### src/hw/lin_wake_pkg.sv
/*
 * Constants, register map and types for the sleep, wake-up and fault
 * controller of a single-wire serial bus node.
 * Assumes a 100 MHz system clock and a 32-bit AXI4-Lite register port.
 */
// Notes on behaviour
// - Halt bit stops traffic until next sync break.
// - Checksum or role change mid-frame resets interface.
// - Four seconds idle while awake sets idle flag.
// - Rouse request bit sends a wake-up pulse.
// - Master sets complete and interrupts after wake-up.
// - Slave raises no interrupt after own wake-up.
// - No answer in 150 ms: fault, timeout, interrupt.
// - Detected wake-up sets rouse and complete flags.
// - Any error interrupts and abandons current frame.
// - Fault clear trigger clears detail and fault.
// - Fault set blocks master start and wake-up.
package lin_wake_pkg;

	////////////////////////////////////////////////////////////////////////////
	// Timing
	localparam int unsigned CLK_HZ          = 100_000_000;
	localparam int unsigned TICK_HZ         = 1_000_000;
	localparam int unsigned CYC_PER_TICK    = CLK_HZ / TICK_HZ;
	localparam int unsigned IDLE_TIMEOUT_S  = 4;
	localparam int unsigned IDLE_TICKS      = IDLE_TIMEOUT_S * TICK_HZ;
	localparam int unsigned RESP_TIMEOUT_MS = 150;
	localparam int unsigned RESP_TICKS      = RESP_TIMEOUT_MS * (TICK_HZ / 1000);
	localparam int unsigned WAKE_TX_US      = 250;
	localparam int unsigned WAKE_TX_TICKS   = WAKE_TX_US * (TICK_HZ / 1_000_000);
	localparam int unsigned WAKE_DET_US     = 150;
	localparam int unsigned WAKE_DET_TICKS  = WAKE_DET_US * (TICK_HZ / 1_000_000);

	////////////////////////////////////////////////////////////////////////////
	// Register map
	localparam int unsigned ADDR_W      = 4;
	localparam logic [3:0]  OFS_CTRL    = 4'h0;
	localparam logic [3:0]  OFS_STATUS  = 4'h4;
	localparam logic [3:0]  OFS_DETAIL  = 4'h8;
	localparam logic [3:0]  OFS_MASK    = 4'hc;

	// Control register fields
	localparam int unsigned CTRL_HALT   = 7;
	localparam int unsigned CTRL_DOZE   = 6;
	localparam int unsigned CTRL_DACK   = 4;
	localparam int unsigned CTRL_CKSUM  = 3;
	localparam int unsigned CTRL_FCLR   = 2;
	localparam int unsigned CTRL_ROUSE  = 1;
	localparam int unsigned CTRL_MASTER = 0;

	// Status and mask register fields
	localparam int unsigned STAT_IDLE   = 6;
	localparam int unsigned STAT_FAULT  = 2;
	localparam int unsigned STAT_ROUSE  = 1;
	localparam int unsigned STAT_DONE   = 0;
	localparam logic [7:0]  STAT_USED   = 8'h47;

	// Fault detail fields: response timeout at bit 2, frame error kinds around it
	localparam int unsigned DET_RESPONSE_TIMEOUT_FLAG    = 2;

	// Reset values
	localparam logic [7:0]  RST_CTRL    = 8'h00;
	localparam logic [7:0]  RST_STATUS  = 8'h00;
	localparam logic [4:0]  RST_DETAIL  = 5'h00;
	localparam logic [7:0]  RST_MASK    = 8'h00;

	// Bus answers
	localparam logic [1:0]  RESP_OKAY   = 2'h0;
	localparam logic [1:0]  RESP_SLVERR = 2'h2;

	////////////////////////////////////////////////////////////////////////////
	// Wake-up sequencer
	typedef enum logic [1:0] {
		W_IDLE,
		W_SEND,
		W_WAIT
	} wake_state_t;

endpackage

### src/hw/timer_if.sv
/*
 * Carrier between the controller and one of its tick timers.
 * Assumes both ends run on the same system clock.
 */
`timescale 1ns/1ps
interface timer_if;
	logic run;
	logic tick;
	logic expired;

	modport user  (output run, output tick, input expired);
	modport timer (input run, input tick, output expired);
endinterface

### src/hw/tick_timer.sv
/*
 * Tick counter that flags expiry after LIMIT ticks of continuous run.
 * Assumes a one-cycle tick enable and a synchronous active-low reset.
 */
`timescale 1ns/1ps
module tick_timer #(
	parameter int unsigned LIMIT = 1
) (
	input wire logic aclk,
	input wire logic aresetn,
	timer_if.timer   tif
);

	typedef struct packed {
		logic [31:0] count;
		logic        expired;
	} timer_state_t;

	timer_state_t st_ff;
	timer_state_t nxt_st;

	// Count while running, hold at the limit, clear when stopped
	always_comb begin
		nxt_st = st_ff;
		if (!tif.run) begin
			nxt_st.count = 32'h0;
		end else if (tif.tick && st_ff.count != 32'(LIMIT)) begin
			nxt_st.count = st_ff.count + 32'h1;
		end
		nxt_st.expired = tif.run && (nxt_st.count == 32'(LIMIT));
	end

	// State register
	always_ff @(posedge aclk) begin
		if (!aresetn) begin
			st_ff <= '0;
		end else begin
			st_ff <= nxt_st;
		end
	end

	assign tif.expired = st_ff.expired;

endmodule // tick_timer

### src/hw/lin_wake_ctrl.sv
/*
 * Sleep, wake-up and fault handling of a single-wire bus node, with an
 * AXI4-Lite register port and one level interrupt.
 * Assumes a frame engine on the same clock supplies busy, break and error
 * strobes, and that bus_rx comes from a pin in another clock domain.
 */
// Implementation choices: the AXI4-Lite interface to the registers and the address map.
`timescale 1ns/1ps
module lin_wake_ctrl #(
	parameter int unsigned IDLE_TICKS = lin_wake_pkg::IDLE_TICKS,
	parameter int unsigned RESP_TICKS = lin_wake_pkg::RESP_TICKS
) (
	input  wire logic        aclk,
	input  wire logic        aresetn,
	// AXI4-Lite slave
	input  wire logic [3:0]  awaddr,
	input  wire logic        awvalid,
	output logic             awready,
	input  wire logic [31:0] wdata,
	input  wire logic [3:0]  wstrb,
	input  wire logic        wvalid,
	output logic             wready,
	output logic [1:0]       bresp,
	output logic             bvalid,
	input  wire logic        bready,
	input  wire logic [3:0]  araddr,
	input  wire logic        arvalid,
	output logic             arready,
	output logic [31:0]      rdata,
	output logic [1:0]       rresp,
	output logic             rvalid,
	input  wire logic        rready,
	// Bus pins
	input  wire logic        bus_rx,
	output logic             bus_tx,
	// Frame engine side
	input  wire logic        frame_busy,
	input  wire logic        sync_break,
	input  wire logic [3:0]  frame_err,
	output logic             frame_halted,
	output logic             data_ack,
	output logic             iface_reset,
	output logic             frame_abort,
	output logic             master_start_ok,
	output logic             role_master,
	output logic             cksum_sel,
	output logic             irq
);

	////////////////////////////////////////////////////////////////////////////
	// State
	typedef struct packed {
		logic [2:0]               rx_sync;
		logic                     rx_lvl;
		logic                     halted;
		logic                     doze;
		logic                     cksum;
		logic                     master;
		logic [7:0]               status;
		logic [4:0]               detail;
		logic [7:0]               mask;
		lin_wake_pkg::wake_state_t wstate;
		logic                     idle_hit;
		logic                     det_hit;
		logic [6:0]               div;
		logic                     tick;
		logic                     tx;
		logic                     dack_p;
		logic                     rst_p;
		logic                     abort_p;
		logic                     aw_ok;
		logic [3:0]               aw_addr;
		logic                     w_ok;
		logic [7:0]               w_data;
		logic                     w_lane0;
		logic                     bvalid;
		logic [1:0]               bresp;
		logic                     rvalid;
		logic [7:0]               rdata;
		logic [1:0]               rresp;
	} ctrl_state_t;

	ctrl_state_t st_ff;
	ctrl_state_t nxt_st;

	timer_if idle_t ();
	timer_if resp_t ();
	timer_if wtx_t ();
	timer_if wdet_t ();

	////////////////////////////////////////////////////////////////////////////
	// Timers
	tick_timer #(.LIMIT(IDLE_TICKS)) u_idle (
		.aclk    (aclk),
		.aresetn (aresetn),
		.tif     (idle_t.timer)
	);
	tick_timer #(.LIMIT(RESP_TICKS)) u_resp (
		.aclk    (aclk),
		.aresetn (aresetn),
		.tif     (resp_t.timer)
	);
	tick_timer #(.LIMIT(lin_wake_pkg::WAKE_TX_TICKS)) u_wtx (
		.aclk    (aclk),
		.aresetn (aresetn),
		.tif     (wtx_t.timer)
	);
	tick_timer #(.LIMIT(lin_wake_pkg::WAKE_DET_TICKS)) u_wdet (
		.aclk    (aclk),
		.aresetn (aresetn),
		.tif     (wdet_t.timer)
	);

	// Timer run conditions and shared tick
	assign idle_t.tick = st_ff.tick;
	assign resp_t.tick = st_ff.tick;
	assign wtx_t.tick  = st_ff.tick;
	assign wdet_t.tick = st_ff.tick;
	assign idle_t.run  = !st_ff.doze && st_ff.rx_lvl && !st_ff.idle_hit;
	assign resp_t.run  = (st_ff.wstate == lin_wake_pkg::W_WAIT);
	assign wtx_t.run   = (st_ff.wstate == lin_wake_pkg::W_SEND);
	assign wdet_t.run  = (st_ff.wstate == lin_wake_pkg::W_IDLE) && !st_ff.rx_lvl
		&& !st_ff.det_hit && (st_ff.doze || st_ff.idle_hit);

	////////////////////////////////////////////////////////////////////////////
	// Next state
	logic       wr_fire;
	logic       wr_ctrl;
	logic       wr_stat;
	logic       wr_mask;
	logic       rx_fall;
	logic       fclr;
	logic [7:0] stat_set;
	logic [7:0] stat_clr;
	logic       do_halt;
	logic       do_rouse;

	always_comb begin
		nxt_st   = st_ff;
		stat_set = 8'h00;
		stat_clr = 8'h00;
		fclr     = 1'b0;
		do_halt  = 1'b0;
		do_rouse = 1'b0;

		// Pin synchroniser; level accepted when last two stages agree
		nxt_st.rx_sync = {st_ff.rx_sync[1:0], bus_rx};
		if (st_ff.rx_sync[1] == st_ff.rx_sync[2]) begin
			nxt_st.rx_lvl = st_ff.rx_sync[2];
		end
		rx_fall = st_ff.rx_lvl && !nxt_st.rx_lvl;

		// Microsecond tick divider
		nxt_st.tick = 1'b0;
		if (st_ff.div == 7'(lin_wake_pkg::CYC_PER_TICK - 1)) begin
			nxt_st.div  = 7'h0;
			nxt_st.tick = 1'b1;
		end else begin
			nxt_st.div = st_ff.div + 7'h1;
		end

		// One-cycle strobes
		nxt_st.dack_p  = 1'b0;
		nxt_st.rst_p   = 1'b0;
		nxt_st.abort_p = 1'b0;

		// Write channel capture, either order
		if (awvalid && !st_ff.aw_ok) begin
			nxt_st.aw_ok   = 1'b1;
			nxt_st.aw_addr = awaddr;
		end
		if (wvalid && !st_ff.w_ok) begin
			nxt_st.w_ok    = 1'b1;
			nxt_st.w_data  = wdata[7:0];
			nxt_st.w_lane0 = wstrb[0];
		end
		if (st_ff.bvalid && bready) begin
			nxt_st.bvalid = 1'b0;
		end
		wr_fire = st_ff.aw_ok && st_ff.w_ok && !st_ff.bvalid;
		wr_ctrl = wr_fire && st_ff.w_lane0 && (st_ff.aw_addr == lin_wake_pkg::OFS_CTRL);
		wr_stat = wr_fire && st_ff.w_lane0 && (st_ff.aw_addr == lin_wake_pkg::OFS_STATUS);
		wr_mask = wr_fire && st_ff.w_lane0 && (st_ff.aw_addr == lin_wake_pkg::OFS_MASK);
		if (wr_fire) begin
			nxt_st.aw_ok  = 1'b0;
			nxt_st.w_ok   = 1'b0;
			nxt_st.bvalid = 1'b1;
			case (st_ff.aw_addr)
				lin_wake_pkg::OFS_CTRL,
				lin_wake_pkg::OFS_STATUS,
				lin_wake_pkg::OFS_DETAIL,
				lin_wake_pkg::OFS_MASK: nxt_st.bresp = lin_wake_pkg::RESP_OKAY;
				default: nxt_st.bresp = lin_wake_pkg::RESP_SLVERR;
			endcase
		end

		// Control register write effects
		if (wr_ctrl) begin
			nxt_st.doze = st_ff.w_data[lin_wake_pkg::CTRL_DOZE];
			do_halt  = st_ff.w_data[lin_wake_pkg::CTRL_HALT];
			do_rouse = st_ff.w_data[lin_wake_pkg::CTRL_ROUSE];
			fclr     = st_ff.w_data[lin_wake_pkg::CTRL_FCLR];
			nxt_st.dack_p = st_ff.w_data[lin_wake_pkg::CTRL_DACK] && !do_halt;
			nxt_st.cksum  = st_ff.w_data[lin_wake_pkg::CTRL_CKSUM];
			nxt_st.master = st_ff.w_data[lin_wake_pkg::CTRL_MASTER];
			if (frame_busy && (nxt_st.cksum != st_ff.cksum
				|| nxt_st.master != st_ff.master)) begin
				nxt_st.rst_p = 1'b1;
			end
		end
		if (wr_stat) begin
			stat_clr = st_ff.w_data & lin_wake_pkg::STAT_USED;
		end
		if (wr_mask) begin
			nxt_st.mask = st_ff.w_data & lin_wake_pkg::STAT_USED;
		end

		// Frame halt held until the next sync break
		if (do_halt) begin
			nxt_st.halted = 1'b1;
		end else if (sync_break) begin
			nxt_st.halted = 1'b0;
		end

		// Bus idle timeout
		if (rx_fall) begin
			nxt_st.idle_hit = 1'b0;
		end else if (idle_t.expired && !st_ff.idle_hit) begin
			nxt_st.idle_hit = 1'b1;
			stat_set[lin_wake_pkg::STAT_IDLE] = 1'b1;
		end

		// Wake-up detection from another node
		if (st_ff.rx_lvl) begin
			nxt_st.det_hit = 1'b0;
		end else if (wdet_t.expired && !st_ff.det_hit) begin
			nxt_st.det_hit = 1'b1;
			stat_set[lin_wake_pkg::STAT_ROUSE] = 1'b1;
			stat_set[lin_wake_pkg::STAT_DONE]  = 1'b1;
		end

		// Wake-up sequencer
		case (st_ff.wstate)
			lin_wake_pkg::W_IDLE: begin
				if (do_rouse && !st_ff.status[lin_wake_pkg::STAT_FAULT]) begin
					nxt_st.wstate = lin_wake_pkg::W_SEND;
				end
			end
			lin_wake_pkg::W_SEND: begin
				if (wtx_t.expired) begin
					if (st_ff.master) begin
						nxt_st.wstate = lin_wake_pkg::W_IDLE;
						stat_set[lin_wake_pkg::STAT_DONE] = 1'b1;
					end else begin
						nxt_st.wstate = lin_wake_pkg::W_WAIT;
					end
				end
			end
			lin_wake_pkg::W_WAIT: begin
				if (rx_fall) begin
					nxt_st.wstate = lin_wake_pkg::W_IDLE;
				end else if (resp_t.expired) begin
					nxt_st.wstate = lin_wake_pkg::W_IDLE;
					stat_set[lin_wake_pkg::STAT_FAULT] = 1'b1;
					nxt_st.detail[lin_wake_pkg::DET_RESPONSE_TIMEOUT_FLAG] = 1'b1;
				end
			end
			default: nxt_st.wstate = lin_wake_pkg::W_IDLE;
		endcase
		nxt_st.tx = (nxt_st.wstate != lin_wake_pkg::W_SEND);

		// Frame errors abandon the frame and raise the fault
		if (fclr) begin
			nxt_st.detail = lin_wake_pkg::RST_DETAIL;
			stat_clr[lin_wake_pkg::STAT_FAULT] = 1'b1;
		end
		if (|frame_err) begin
			nxt_st.detail = nxt_st.detail | {frame_err[3:2], 1'b0, frame_err[1:0]}; // Skip timeout bit
			stat_set[lin_wake_pkg::STAT_FAULT] = 1'b1;
			nxt_st.abort_p = 1'b1;
		end
		if (stat_set[lin_wake_pkg::STAT_FAULT] && resp_t.expired) begin
			nxt_st.detail[lin_wake_pkg::DET_RESPONSE_TIMEOUT_FLAG] = 1'b1;
		end

		// Sticky flags: set wins over software clear
		nxt_st.status = (st_ff.status & ~stat_clr) | stat_set;

		// Read channel
		if (st_ff.rvalid && rready) begin
			nxt_st.rvalid = 1'b0;
		end
		if (arvalid && !st_ff.rvalid) begin
			nxt_st.rvalid = 1'b1;
			nxt_st.rresp  = lin_wake_pkg::RESP_OKAY;
			case (araddr)
				lin_wake_pkg::OFS_CTRL: nxt_st.rdata = {st_ff.halted, st_ff.doze, 1'b0,
					1'b0, st_ff.cksum, 1'b0, (st_ff.wstate != lin_wake_pkg::W_IDLE),
					st_ff.master};
				lin_wake_pkg::OFS_STATUS: nxt_st.rdata = st_ff.status;
				lin_wake_pkg::OFS_DETAIL: nxt_st.rdata = {3'h0, st_ff.detail};
				lin_wake_pkg::OFS_MASK:   nxt_st.rdata = st_ff.mask;
				default: begin
					nxt_st.rdata = 8'h00;
					nxt_st.rresp = lin_wake_pkg::RESP_SLVERR;
				end
			endcase
		end
	end

	////////////////////////////////////////////////////////////////////////////
	// State register
	always_ff @(posedge aclk) begin
		if (!aresetn) begin
			st_ff         <= '0;
			st_ff.rx_sync <= 3'h7;
			st_ff.rx_lvl  <= 1'b1;
			st_ff.tx      <= 1'b1;
			st_ff.status  <= lin_wake_pkg::RST_STATUS;
			st_ff.mask    <= lin_wake_pkg::RST_MASK;
			st_ff.wstate  <= lin_wake_pkg::W_IDLE;
		end else begin
			st_ff <= nxt_st;
		end
	end

	////////////////////////////////////////////////////////////////////////////
	// Outputs
	assign awready         = !st_ff.aw_ok;
	assign wready          = !st_ff.w_ok;
	assign bvalid          = st_ff.bvalid;
	assign bresp           = st_ff.bresp;
	assign arready         = !st_ff.rvalid;
	assign rvalid          = st_ff.rvalid;
	assign rresp           = st_ff.rresp;
	assign rdata           = {24'h0, st_ff.rdata};
	assign bus_tx          = st_ff.tx;
	assign frame_halted    = st_ff.halted;
	assign data_ack        = st_ff.dack_p;
	assign iface_reset     = st_ff.rst_p;
	assign frame_abort     = st_ff.abort_p;
	assign role_master     = st_ff.master;
	assign cksum_sel       = st_ff.cksum;
	assign master_start_ok = st_ff.master && !st_ff.halted
		&& !st_ff.status[lin_wake_pkg::STAT_FAULT];
	assign irq             = |(st_ff.status & st_ff.mask);

endmodule // lin_wake_ctrl

### config.mk
export PLATFORM = sky130hd
export DESIGN_NAME = lin_wake_ctrl
export DESIGN_NICKNAME = d
export VERILOG_FILES = /design/src/hw/lin_wake_pkg.sv /design/src/hw/timer_if.sv /design/src/hw/tick_timer.sv /design/src/hw/lin_wake_ctrl.sv
export SDC_FILE = /design/constraint.sdc
export NUM_CORES = 1
export LEC_CHECK = 0
export BUFFER_PORTS_ARGS = -buffer_cell sky130_fd_sc_hd__buf_2
export CORE_ASPECT_RATIO = 2
export CORE_MARGIN = 10
export CORE_UTILIZATION = 45
export DETAILED_ROUTE_END_ITERATION = 7
export GPL_TIMING_DRIVEN = 0
export PLACE_DENSITY_LB_ADDON = 0.2
export SYNTH_ARGS = -nofsm -noshare
export SYNTH_HDL_FRONTEND = slang
export SYNTH_HIERARCHICAL = 1
export SYNTH_SLANG_ARGS = --single-unit
### constraint.sdc
create_clock -name aclk -period 3 [get_ports aclk]
set_input_delay 0.3 -clock aclk [delete_from_list [all_inputs] [get_ports aclk]]
set_output_delay 0.3 -clock aclk [all_outputs]
set_load 0.02 [all_outputs]
Word level (Yosys, flattened, before mapping)
Cells that the tools add are included.
{ "word_totals": {"reg_bits": 202, "latch_bits": 0, "ramBits": 0, "rom_bits": 0, "in_bits": 58, "output_inout_bits": 50, "elab_cells": 180, "n_memories": 0} }
{ "classes": {"add_sub_neg": 5, "multipliers": 0, "n_div": 0, "order_cmp": 0, "n_eq_ne": 21, "shift": 0, "n_mux": 49, "n_bitwise": 6, "reduce_logical": 63} }
{ "op_table": {"columns": ["operator", "count"], "rows": [
  ["two-way mux 32 bit", 8],
  ["adder 32 x 1 -> 32 bit, second input constant", 4],
  ["equality test 32 x 8 -> 1 bit, second input constant", 2],
  ["inequality test 32 x 8 -> 1 bit, second input constant", 2],
  ["logical AND 1 bit", 33],
  ["equality test 32 x 18 -> 1 bit, second input constant", 1],
  ["equality test 32 x 22 -> 1 bit, second input constant", 1],
  ["inequality test 32 x 18 -> 1 bit, second input constant", 1],
  ["inequality test 32 x 22 -> 1 bit, second input constant", 1],
  ["case mux 8 bit (4 select lines)", 1],
  ["two-way mux 1 bit", 25],
  ["two-way mux 2 bit", 9],
  ["equality test 4 bit, second input constant", 4],
  ["logical NOT 1 bit", 12],
  ["OR reduction 4 bit", 3],
  ["two-way mux 11 bit", 1],
  ["two-way mux 5 bit", 2],
  ["bitwise AND 8 x 7 -> 8 bit", 1],
  ["bitwise AND 8 bit", 1],
  ["equality test 4 x 3 -> 1 bit, second input constant", 2],
  ["logical NOT 4 bit", 2],
  ["inverter 8 bit", 1],
  ["bitwise OR 8 x 7 -> 8 bit", 1],
  ["nonzero test 2 bit", 4],
  ["17 further kinds", 22]
]} }

Depth between registers and ports, before layout
Gate-level depths: netlist (run 1).
{ "logic_depth": {"word_depth": 10, "ltp_mapped": 10} }

Hierarchy
Netlist (run 1), hierarchy kept.
{ "by_module_without_submodules": {"columns": ["mod", "instances", "cells_per_inst", "area_per_inst_um2"], "rows": [
  ["lin_wake_ctrl", 1, 305, 2866.5],
  ["tick_timer (u_wdet)", 1, 265, 2160.8],
  ["tick_timer (u_idle)", 1, 261, 2143.3],
  ["tick_timer (u_resp)", 1, 233, 1985.7],
  ["tick_timer (u_wtx)", 1, 246, 1953.1]
]} }

Worst setup path before layout (run 1)
Ideal clock, no wire load.
{ "synth_path": {"path_kind": "register to register", "from": "register u_idle/st_ff[1] (netlist bit)", "to": "register u_idle.st_ff, in the netlist u_idle/tif.expired", "arrival_ns": 2.313, "required_time_ns": 2.882, "slack_ns": 0.569, "stages_incl_launch_ff": 9, "n_path_buf": 0, "period_less_slack_ns": 2.431, "path_cell_list": "dfxtp_1 -> ha_1 -> nand3_1 -> or2_2 -> nor4_1 -> nand2_1 -> nand2b_1 -> a21oi_1 -> o2111a_1"} }
{ "synth_between": {"elab_chain_len": 6} }
{ "synth_rtl": {"columns": ["element", "line", "source"], "rows": [
  ["from (decl)", "tick_timer.sv:19", "timer_state_t st_ff;"],
  ["from (signal assigned)", "tick_timer.sv:38", "st_ff <= nxt_st;"],
  ["parallel branches: the longest is 2 deep, another holds adder 32 x 1 -> 32 bit", null, null],
  ["two-way mux 32 bit *", "tick_timer.sv:27", "end else if (tif.tick && st_ff.count != 32'(LIMIT)) begin"],
  ["two-way mux 32 bit *", "tick_timer.sv:25", "if (!tif.run) begin"],
  ["equality test 32 x 22 -> 1 bit *", "tick_timer.sv:30", "nxt_st.expired = tif.run && (nxt_st.count == 32'(LIMIT));"],
  ["logical AND 1 bit *", "tick_timer.sv:30", null]
]} }
Every way passes the cells marked *.
A chain may end at the register's enable or synchronous reset.

Final worst setup path (run 1)
{ "layout_path": {"from": "register u_wtx/st_ff[24] (netlist bit)", "to": "register u_wtx.st_ff, in the netlist u_wtx/tif.expired"} }
{ "layout_between": {"elab_chain_len": 6} }
{ "layout_rtl": {"columns": ["element", "line"], "rows": [
  ["from (decl)", "tick_timer.sv:19"],
  ["from (signal assigned)", "tick_timer.sv:38"],
  ["parallel branches: the longest is 2 deep, another holds adder 32 x 1 -> 32 bit", null],
  ["two-way mux 32 bit *", "tick_timer.sv:27"],
  ["two-way mux 32 bit *", "tick_timer.sv:25"],
  ["equality test 32 x 8 -> 1 bit *", "tick_timer.sv:30"],
  ["logical AND 1 bit *", "tick_timer.sv:30"]
]} }
Marked as above.

==> results.py, run 1 <==
metrics = {
    "clock_tree": {
        "holdBufCountCts": 0,
        "cts_max_path_buffers": 2,
        "clock-sinks": 194,
        "cts_made_buffers": 17,
        "cts_setup_buffers": 0,
        "ctsResizeCount": 4,
        "cts_tree": "yes",
        "h-tree-depth": 4,
        "clock_latency_ps": 460,
        "clock-root-buffer": "clkbuf_16",
        "clkTransAtPathRegs_ps": 70,
    },
    "global_routing": {
        "grt_use_total_pct": 18.90,
        "antenna_found_initial": 0,
        "grt_overflow_total": 0,
        "grt_max_degree": 19,
        "grt_pass1_wl_um": 49070,
        "grt_pass1_vias": 9638,
    },
    "outcome": {
        "status": "finished clean",
    },
    "detailed_routing": {
        "drt-vias-per-instance": 5.569,
        "avgRoutedWirePerCell_um": 17.39,
        "drt_wl_total_um": 30390,
        "ant_nets": 0,
        "drcViolationCount": 0,
        "vias": 9735,
        "drt_iter0_drc": 601,
        "drt_first_pass_iters": 5,
    },
    "timing": {
        "fin_crit_ps": 2878,
        "drv_slew": 0,
        "fin_hold_ws_ps": 33.57,
        "period_share_pct": 95.93,
        "fin_ws_ps": 122.0,
        "setup_violations": 0,
        "grt_setup_unrepaired": "no",
        "tightest_slew_ps": 1167,
        "fmax_ghz": 0.3475,
        "clock_skew_ps": 7.546,
        "maxSlewHeadroom_pct": 21.19,
        "final_hold_viol_count": 0,
    },
    "pwr": {
        "leakagePower_uw": 0.004575,
        "p_sw_uw": 1194,
        "pwr-share-clk_pct": 45.3,
        "pwr-share-comb_pct": 4.3,
        "cellPowerDensity_mw_per_mm2": 415.0,
        "p_seq_share_pct": 50.4,
        "p_int_uw": 4015,
        "vdd_ir_drop_max_mv": 0.4365,
        "swShare_pct": 22.93,
    },
    "logic_synthesis": {
        "synthXorXnorAreaFrac_pct": 11.19,
        "synth_adder_area_share_pct": 1.014,
        "ys.flop_type": "dfxtp_1",
        "synth_compound_area_share_pct": 9.528,
        "synth_top_family_by_area": "simple AND/OR/NAND/NOR gates",
        "ys_top_cells_by_area": "dfxtp_1 (35%), xor2_1 (6.7%), nor2_1 (5.9%)",
        "ys_types": 103,
        "muxShareOfSynthArea_pct": 3.210,
        "synth.cell_area_mm2": 0.01111,
        "synth_area_leader_cell": "dfxtp_1",
        "ys.warnings.count": 6,
        "synthCells": 1310,
        "ys_ff_latch": 194,
        "synth_enable_flop_cells": 0,
        "post_synth.cell_area_avg_um2": 8.480,
        "synthSimpleGateAreaFrac_pct": 32.14,
        "ys_seq_area_share_pct": 34.96,
        "async_flop_share_pct": 0,
        "synth_top_area_share_pct": 34.96,
    },
    "placement": {
        "port_buffers": 50,
        "dpl.cell_count": 1718,
        "dpl.hpwl_um": 23470,
        "gp_congestion": 0.8811,
        "dp_slack_ps": -451.2,
    },
    "final_layout": {
        "seq_area_mm2": 0.003889,
        "multi_input_area_mm2": 0.006516,
        "final_nets": 1472,
        "final_cell_mix": "dfxtp_1 (192), nor2_1 (175), nand2_1 (97)",
        "area_growth_pct": 13.01,
        "drive_above_1_share_pct": 17.51,
        "mostFrequentLayoutCell": "dfxtp_1",
        "fill_cells": 2391,
        "fin_util_pct": 51.40,
        "fin_cells": 1748,
        "diodes": 0,
    },
    "die": {
        "dieArea_mm2": 0.03175,
        "pin_count": 108,
        "die_h_um": 242.2,
        "die_x_um": 131.1,
        "rows": 81,
        "initial_core_util_pct": 45.48,
        "coreArea_mm2": 0.02442,
    },
    "min_path": {
        "hold_depth": 2,
        "hold_path_class": "input port to flop",
    },
    "setup_path": {
        "r2r_setup_slack_ps": 120,
        "crit_fanout": 8,
        "cp.arrival_ps": 3260,
        "startpoint_type": "flop",
        "r2r_cells": 8,
        "worstPathRequired_ps": 3380,
        "end_kind": "flop",
        "criticalPathCategory": "flop to flop",
    },
    "flow_run": {
        "cap_violations": 0,
    },
}
[sequential cells by signal, summed over array words and instances (netlist names)]
| signal | flops |
|---|---|
| u_wtx/st_ff | 32 |
| u_idle/st_ff | 32 |
| rresp | 1 |
| u_wtx/tif.expired | 1 |
| iface_reset | 1 |
| u_wdet/st_ff | 32 |
| bvalid | 1 |
| bus_tx | 1 |
| frame_halted | 1 |
| st_ff | 41 |
| rdata | 7 |
| frame_abort | 1 |
| rvalid | 1 |
| u_resp/st_ff | 32 |
| role_master | 1 |
| u_wdet/tif.expired | 1 |
| nxt_st | 2 |
| u_idle/tif.expired | 1 |
| u_resp/tif.expired | 1 |
| idle_t.tick | 1 |
| cksum_sel | 1 |
| data_ack | 1 |
| bresp | 1 |
[cells by family (layout without fill, tap and decap cells)]
logic type | Yosys count | after routing
flip-flops | 194 | 194
XOR/XNOR | 142 | 142
adder cells (fa/ha/maj) | 9 | 9
multiplexers | 34 | 34
AO/OA/AOI/OAI | 142 | 142
AND/OR/NAND/NOR | 640 | 640
other | 1 | 27
buffers and inverters | 148 | 228
[critical path, cell delays in order, from the launching register on]
cell and delay (ps):
dfxtp_1 320, clkbuf_1 190, nor4_1 550, nand3_1 280, o31ai_4 470, nor3_1 130
xnor2_1 200, nor4bb_1 330, and4b_1 320
[metrics by stage]
stage | total power (uW) | instance area, um^2 | TNS [ps]
after floorplan | 2844 | 11210 | 0
after global placement | 2909 | 11870 | -2539
after detailed placement | 2911 | 11870 | -2942
after CTS | 5271 | 12490 | 0
after global routing | 5380 | 12550 | 0
final | 5210 | 12550 | 0
[synth_stat cells (7+ instances only)]
cell type / n
dfxtp_1: 194
nor2_1: 175
nand2_1: 97
xor2_1: 85
nand3_1: 71
nand4_1: 59
xnor2_1: 57
buf_4: 51
clkbuf_1: 31
o21ai_0: 31
mux2i_1: 30
inv_1: 28
nor4_1: 26
nor2b_1: 24
and4_1: 22
nor3_1: 21
a21oi_1: 19
buf_2: 19
and3_1: 18
nand2b_1: 14
and2_1: 11
buf_6: 11
or3_1: 11
a31oi_1: 9
ha_1: 9
nor4b_1: 9
or2_2: 9
a21boi_0: 7
[power by group through the flow]
| stage | Clock, uW | Combinational (uW) | Sequential [uW] |
|---|---|---|---|
| finish | 2360 | 226 | 2620 |
| global route | 2510 | 248 | 2630 |
| CTS | 2420 | 227 | 2630 |
| detailed placement | 0 | 226 | 2690 |
| global placement | 0 | 224 | 2680 |
| floorplan | 0 | 163 | 2680 |
[routing by layer]
layer	track usage (%)	part of all wire, %
met1	16.31	34
met2	37.65	57
met5	0	0
met3	3.634	3.3
met4	12.43	5.7
[layout make-up]
cell class	count	share of cell area [%]
clock inverter	9	0.9468
clock buffer	21	3.827
multi-input combinational	994	51.90
timing repair buffer	50	1.993
buffer	120	6.209
tap	332	3.309
sequential	194	30.97
inverter	28	0.8372
[path summary, 6_finish.rpt]
kind	start	endpoint
worst min register to register	nxt_st[72]	nxt_st[73]
worst max register to register	u_wtx/st_ff[24]	u_wtx/tif.expired
worst min-delay path	bus_rx	nxt_st[72]
worst max-delay path	u_wtx/st_ff[24]	u_wtx/tif.expired
(Power assumes the default switching activity.)
==> inputs of run 2 (changes only) <==
--- a/config.mk
+++ b/config.mk
@@ -6,9 +6,10 @@
 export NUM_CORES = 1
 export LEC_CHECK = 0
 export BUFFER_PORTS_ARGS = -buffer_cell sky130_fd_sc_hd__buf_2
+export CAP_MARGIN = 0
 export CORE_ASPECT_RATIO = 2
 export CORE_MARGIN = 10
-export CORE_UTILIZATION = 45
+export CORE_UTILIZATION = 60
 export DETAILED_ROUTE_END_ITERATION = 7
 export GPL_TIMING_DRIVEN = 0
 export PLACE_DENSITY_LB_ADDON = 0.2
==> run 2 against run 1 <==
  * Die area down 22%
  * Wire length is 6.3% lower
  * Utilization rose by 16 points
  * Sequential share of layout area up 0.47 points
  * Count of clock-buffer cells in the layout down 4
  * Sequential cell count unchanged
  * Fmax down 0.84%
  * Critical path type unchanged
  * Largest cell class unchanged
  * Highest routed layer unchanged
==> results.py, run 2 (synthesis results as in run 1) <==
metrics = {
    "placement": {
        "port_buffers": 50,
        "gp_congestion": 0.9897,
        "dp_slack_ps": -61.43,
        "post_dp_cell_area_mm2": 0.01173,
        "dpl.hpwl_um": 21530,
    },
    "die": {
        "coreArea_mm2": 0.01822,
        "rows": 70,
        "die_x_um": 116.2,
        "initial_core_util_pct": 60.98,
        "pin_count": 108,
        "dieArea_mm2": 0.02469,
        "die_h_um": 212.4,
    },
    "detailed_routing": {
        "drt-vias-per-instance": 5.992,
        "drt_iter0_drc": 696,
        "drcViolationCount": 0,
        "ant_nets": 0,
        "drt_wl_total_um": 28470,
        "vias": 9785,
        "drt_first_pass_iters": 6,
        "avgRoutedWirePerCell_um": 17.43,
    },
    "clock_tree": {
        "clock-root-buffer": "clkbuf_16",
        "cts_max_path_buffers": 2,
        "holdBufCountCts": 0,
        "cts_setup_buffers": 0,
        "h-tree-depth": 4,
        "cts_made_buffers": 17,
        "cts_tree": "yes",
        "clkTransAtPathRegs_ps": 70,
        "clock-sinks": 194,
        "clock_latency_ps": 440,
    },
    "global_routing": {
        "grt_max_degree": 20,
        "grt_pass1_wl_um": 46730,
        "grt_overflow_total": 0,
        "grt_use_total_pct": 23.39,
        "grt_pass1_vias": 9610,
        "antenna_found_initial": 0,
    },
    "timing": {
        "tightest_slew_ps": 1074,
        "drv_slew": 0,
        "clock_skew_ps": 13.70,
        "maxSlewHeadroom_pct": 27.46,
        "grt_setup_unrepaired": "no",
        "final_hold_viol_count": 0,
        "setup_violations": 0,
        "fin_ws_ps": 97.66,
        "fin_crit_ps": 2902,
        "fmax_ghz": 0.3446,
        "period_share_pct": 96.74,
    },
    "setup_path": {
        "slowest_delay_ps": 470,
        "end_kind": "flop",
        "r2r-start": "u_wdet/st_ff[2]",
        "r2r_cells": 9,
        "r2r_setup_slack_ps": 100,
        "crit_fanout": 10,
        "rr_endpoint": "u_wdet/tif.expired",
        "startpoint_type": "flop",
        "crit_slowest_cell": "dfxtp_1",
        "path_cells": "ha_1 > nor4b_1 > and4_1 > a41oi_2 > clkbuf_4 > nand3_1 > xor2_2 > nand3_1 > a2111oi_2",
        "cp.arrival_ps": 3210,
        "criticalPathCategory": "flop to flop",
        "cp_common_cell": "nand3_1",
        "worstPathRequired_ps": 3310,
    },
    "outcome": {
        "status": "finished clean",
    },
    "final_layout": {
        "final_nets": 1472,
        "largest-register": "st_ff",
        "post-route-cell-area_mm2": 0.01236,
        "largest_reg_flops": 41,
        "area_growth_pct": 11.22,
        "mostFrequentLayoutCell": "dfxtp_1",
        "fin_util_pct": 67.82,
        "final_cell_mix": "dfxtp_1 (193), nor2_1 (175), nand2_1 (97)",
        "drive_above_1_share_pct": 17.36,
        "diodes": 0,
    },
    "pwr": {
        "cellPowerDensity_mw_per_mm2": 417.0,
        "leakagePower_uw": 0.004552,
        "vdd_ir_drop_max_mv": 0.4228,
        "finalPower_uw": 5152,
    },
    "min_path": {
        "whs_endpoint": "nxt_st[72]",
        "worstHoldStart": "bus_rx",
        "hold_path_class": "input port to flop",
        "hold_depth": 2,
    },
    "flow_run": {
        "cap_violations": 0,
    },
}
[run 2: cell types whose count changed in the layout (fill, tap and decap cells not counted), sizes merged]
cell    before  now
bufinv       2    1
clkbuf      58   55
clkinv       1    5
inv         32   34
buf        133  132
[run 2: how the worst max path moves through the flow]
| stage | start | endpoint | slack, ps | cells after the start |
|---|---|---|---|---|
| after floorplan | u_idle/st_ff[1] | u_idle/tif.expired | 570 | 8 |
| after global placement | idle_t.tick | u_resp/tif.expired | -70 | 7 |
| after detailed placement | idle_t.tick | u_wdet/st_ff[25] | -60 | 7 |
| after CTS | u_idle/st_ff[1] | u_idle/tif.expired | 3 | 8 |
| after global routing | u_wdet/st_ff[2] | u_wdet/tif.expired | 30 | 9 |
| final | u_wdet/st_ff[2] | u_wdet/tif.expired | 100 | 9 |
[run 2: layout make-up]
cell class / instances / area (um^2)
inverters: 28 / 105.1
flip-flops and latches: 194 / 3885
repair buffers: 50 / 250.2
well taps: 216 / 270.3
plain buffers: 120 / 779.5
multi-input cells: 994 / 6466
clock inverters: 14 / 173.9
clock buffers: 17 / 425.4
fillers: 1531 / 5862
[run 2: stage by stage]
step           hold slack (ps)  setup TNS, ps  cells
2_1_floorplan            386.3              0   1336
3_3_place_gp             420.2         -144.7   1602
3_5_place_dp             395.8         -149.2   1602
4_1_cts                  41.60              0   1633
5_1_grt                  46.50              0   1633
6_report                 59.57              0   1633
[run 2: metal layers]
layer	share of wire (%)	up-vias	global-route usage, %
met3	4.5	102	3.415
met4	4.6	0	13.41
li1	-	4733	-
met5	0	-	0
met1	35	4603	22.68
met2	56	347	44.77
[run 2: repair_timing]
| item | 4_1_cts | 5_1_grt |
|---|---|---|
| resized for setup | 1 | 7 |
| endpoints found under the setup margin | 8 | 14 |
| pin swaps | 0 | 0 |
[run 2: critical path, delay by kind of cell, from the launching register on]
family | cells | cell delay, ps
compound gates | 2 | 640
xor+xnor | 1 | 260
fa+ha+maj | 1 | 200
buf+inv | 1 | 270
flops | 1 | 470
simple gates | 4 | 940
[run 2: power by group]
part	internal, uW	leakage [uW]	switching, uW
logic	95.2	0.00270	130
registers	2600	0.00157	23.4
clock network	1190	0.000286	1110
total	3890	0.00455	1260
==> inputs of run 3 (changes only) <==
--- a/config.mk
+++ b/config.mk
@@ -6,8 +6,8 @@
 export NUM_CORES = 1
 export LEC_CHECK = 0
 export BUFFER_PORTS_ARGS = -buffer_cell sky130_fd_sc_hd__buf_2
-export CAP_MARGIN = 0
-export CORE_ASPECT_RATIO = 2
+export CAP_MARGIN = 20
+export CORE_ASPECT_RATIO = 0.75
 export CORE_MARGIN = 10
 export CORE_UTILIZATION = 60
 export DETAILED_ROUTE_END_ITERATION = 7
==> constraint.sdc (replaced) <==
create_clock -name aclk -period 3 [get_ports aclk]
set_input_delay 0.6 -clock aclk [delete_from_list [all_inputs] [get_ports aclk]]
set_output_delay 0.6 -clock aclk [all_outputs]
set_load 0.02 [all_outputs]
==> run 3 against run 2 <==
  * First-iteration DRC count grew 32%
  * Cell count increased by 2.1%
  * Utilization shrank 0.24 points
  * Fmax grew 2.5%
  * Clock skew about the same
  * Highest routed layer unchanged
==> results.py, run 3 (synthesis results as in run 1) <==
metrics = {
    "outcome": {
        "status": "finished clean",
    },
    "clock_tree": {
        "clock_latency_ps": 450,
        "cts_setup_buffers": 0,
        "cts_made_buffers": 17,
        "clock-root-buffer": "clkbuf_16",
        "h-tree-depth": 4,
        "clkTransAtPathRegs_ps": 90,
        "clock-sinks": 194,
        "holdBufCountCts": 0,
        "cts_tree": "yes",
        "cts_max_path_buffers": 2,
    },
    "timing": {
        "fin_ws_ps": 169.5,
        "fin_setup_tns_ps": 0,
        "maxSlewHeadroom_pct": 33.74,
        "fin_hold_ws_ps": 368.8,
        "fmax_ghz": 0.3533,
        "final_hold_viol_count": 0,
        "fin_crit_ps": 2831,
        "period_share_pct": 94.35,
        "setup_violations": 0,
        "clock_skew_ps": 13.26,
        "drv_slew": 0,
        "tightest_slew_ps": 991.8,
        "grt_setup_unrepaired": "no",
    },
    "placement": {
        "gp_congestion": 0.9529,
        "port_buffers": 50,
        "dpl.hpwl_um": 19980,
        "dp_slack_ps": -105.4,
        "dpl.cell_count": 1633,
    },
    "final_layout": {
        "drive_above_1_share_pct": 17.39,
        "fin_cells": 1667,
        "final_cell_mix": "dfxtp_1 (193), nor2_1 (175), nand2_1 (97)",
        "largest_reg_flops": 41,
        "diodes": 0,
        "mostFrequentLayoutCell": "dfxtp_1",
        "final_nets": 1474,
        "area_growth_pct": 11.60,
        "largest-register": "st_ff",
    },
    "detailed_routing": {
        "ant_nets": 0,
        "avgRoutedWirePerCell_um": 16.40,
        "drt_first_pass_iters": 6,
        "drt-vias-per-instance": 5.832,
        "vias": 9722,
        "drcViolationCount": 0,
        "drt_iter0_drc": 922,
        "drt_wl_total_um": 27330,
    },
    "pwr": {
        "vdd_ir_drop_max_mv": 0.4000,
        "p_seq_share_pct": 50.8,
        "pwr-share-clk_pct": 44.8,
        "pwr-share-comb_pct": 4.4,
        "p_int_uw": 3835,
        "leakagePower_uw": 0.004560,
        "finalPower_uw": 5164,
        "p_sw_uw": 1329,
        "swShare_pct": 25.74,
        "cellPowerDensity_mw_per_mm2": 416.5,
    },
    "setup_path": {
        "path_cells": "ha_1 > nor4b_1 > and4_1 > a41oi_2 > clkbuf_4 > nand3_1 > mux2i_1 > nand3_1 > a2111oi_2",
        "end_kind": "flop",
        "slowest_delay_ps": 490,
        "startpoint_type": "flop",
        "criticalPathCategory": "flop to flop",
        "path_buf_inv": 1,
        "cp.arrival_ps": 3140,
        "crit_fanout": 10,
        "cp_common_cell": "nand3_1",
        "crit_slowest_cell": "dfxtp_1",
        "worstPathRequired_ps": 3310,
        "path_delay_family": "simple AND/OR/NAND/NOR gates",
    },
    "die": {
        "die_h_um": 137.8,
        "rows": 43,
        "die_x_um": 177.1,
        "dieArea_mm2": 0.02441,
        "initial_core_util_pct": 60.55,
        "coreArea_mm2": 0.01835,
        "pin_count": 108,
    },
    "global_routing": {
        "grt_overflow_total": 0,
        "grt_pass1_wl_um": 44560,
        "grt_max_degree": 22,
        "antenna_found_initial": 0,
        "grt_use_total_pct": 22.12,
        "grt_pass1_vias": 8842,
    },
    "flow_run": {
        "cap_violations": 0,
    },
    "min_path": {
        "hold_path_class": "input port to flop",
    },
}
[run 3: final cells by class]
type                    count  area [um^2]
well taps                 247        309.0
inverters                  28        105.1
fillers                  1550         5948
clock inverters            15        177.7
repair buffers             52        260.3
clock buffers              17        425.4
multi-input cells         994         6455
plain buffers             120        778.2
flip-flops and latches    194         3887
[run 3: path summary, 6_finish.rpt]
check,start,end,slack (ps),cells past startpoint
worst max-delay path,u_wdet/st_ff[2],u_wdet/tif.expired,170,9
worst min-delay path,awvalid,st_ff[28],370,3
worst max register to register,u_wdet/st_ff[2],u_wdet/tif.expired,170,9
worst min register to register,nxt_st[72],nxt_st[73],410,1
[run 3: metrics by stage]
stage                     area (um^2)  util [%]
final                           12400     67.58
after global routing            12400     67.58
after CTS                       12370     67.43
after detailed placement        11770     64.13
after global placement          11770     64.13
after floorplan                 11210         -
[run 3: worst min-delay path, stage by stage]
cell and delay [ps]:
buf_2 80, nor2_1 30, nor2_1 70
[run 3: power groups by stage]
stage	clock, uW	combinational, uW	sequential, uW
after floorplan	0	163	2680
after global placement	0	220	2680
after detailed placement	0	222	2680
after CTS	2360	224	2620
after global routing	2470	249	2630
final	2310	228	2620
[run 3: timing repair]
item	4_1_cts	5_1_grt
hold endpoints to repair	0	0
resized for setup	1	6
endpoints found under the setup margin	5	4
[run 3: metal layers]
| metal | global-route usage, % | routed length (um) | vias to the layer above |
|---|---|---|---|
| li1 | - | - | 4758 |
| met1 | 32.40 | 13230 | 4520 |
| met2 | 32.27 | 11340 | 416 |
| met3 | 4.218 | 2448 | 28 |
| met4 | 6.008 | 316 | 0 |
| met5 | 0 | 0 | - |
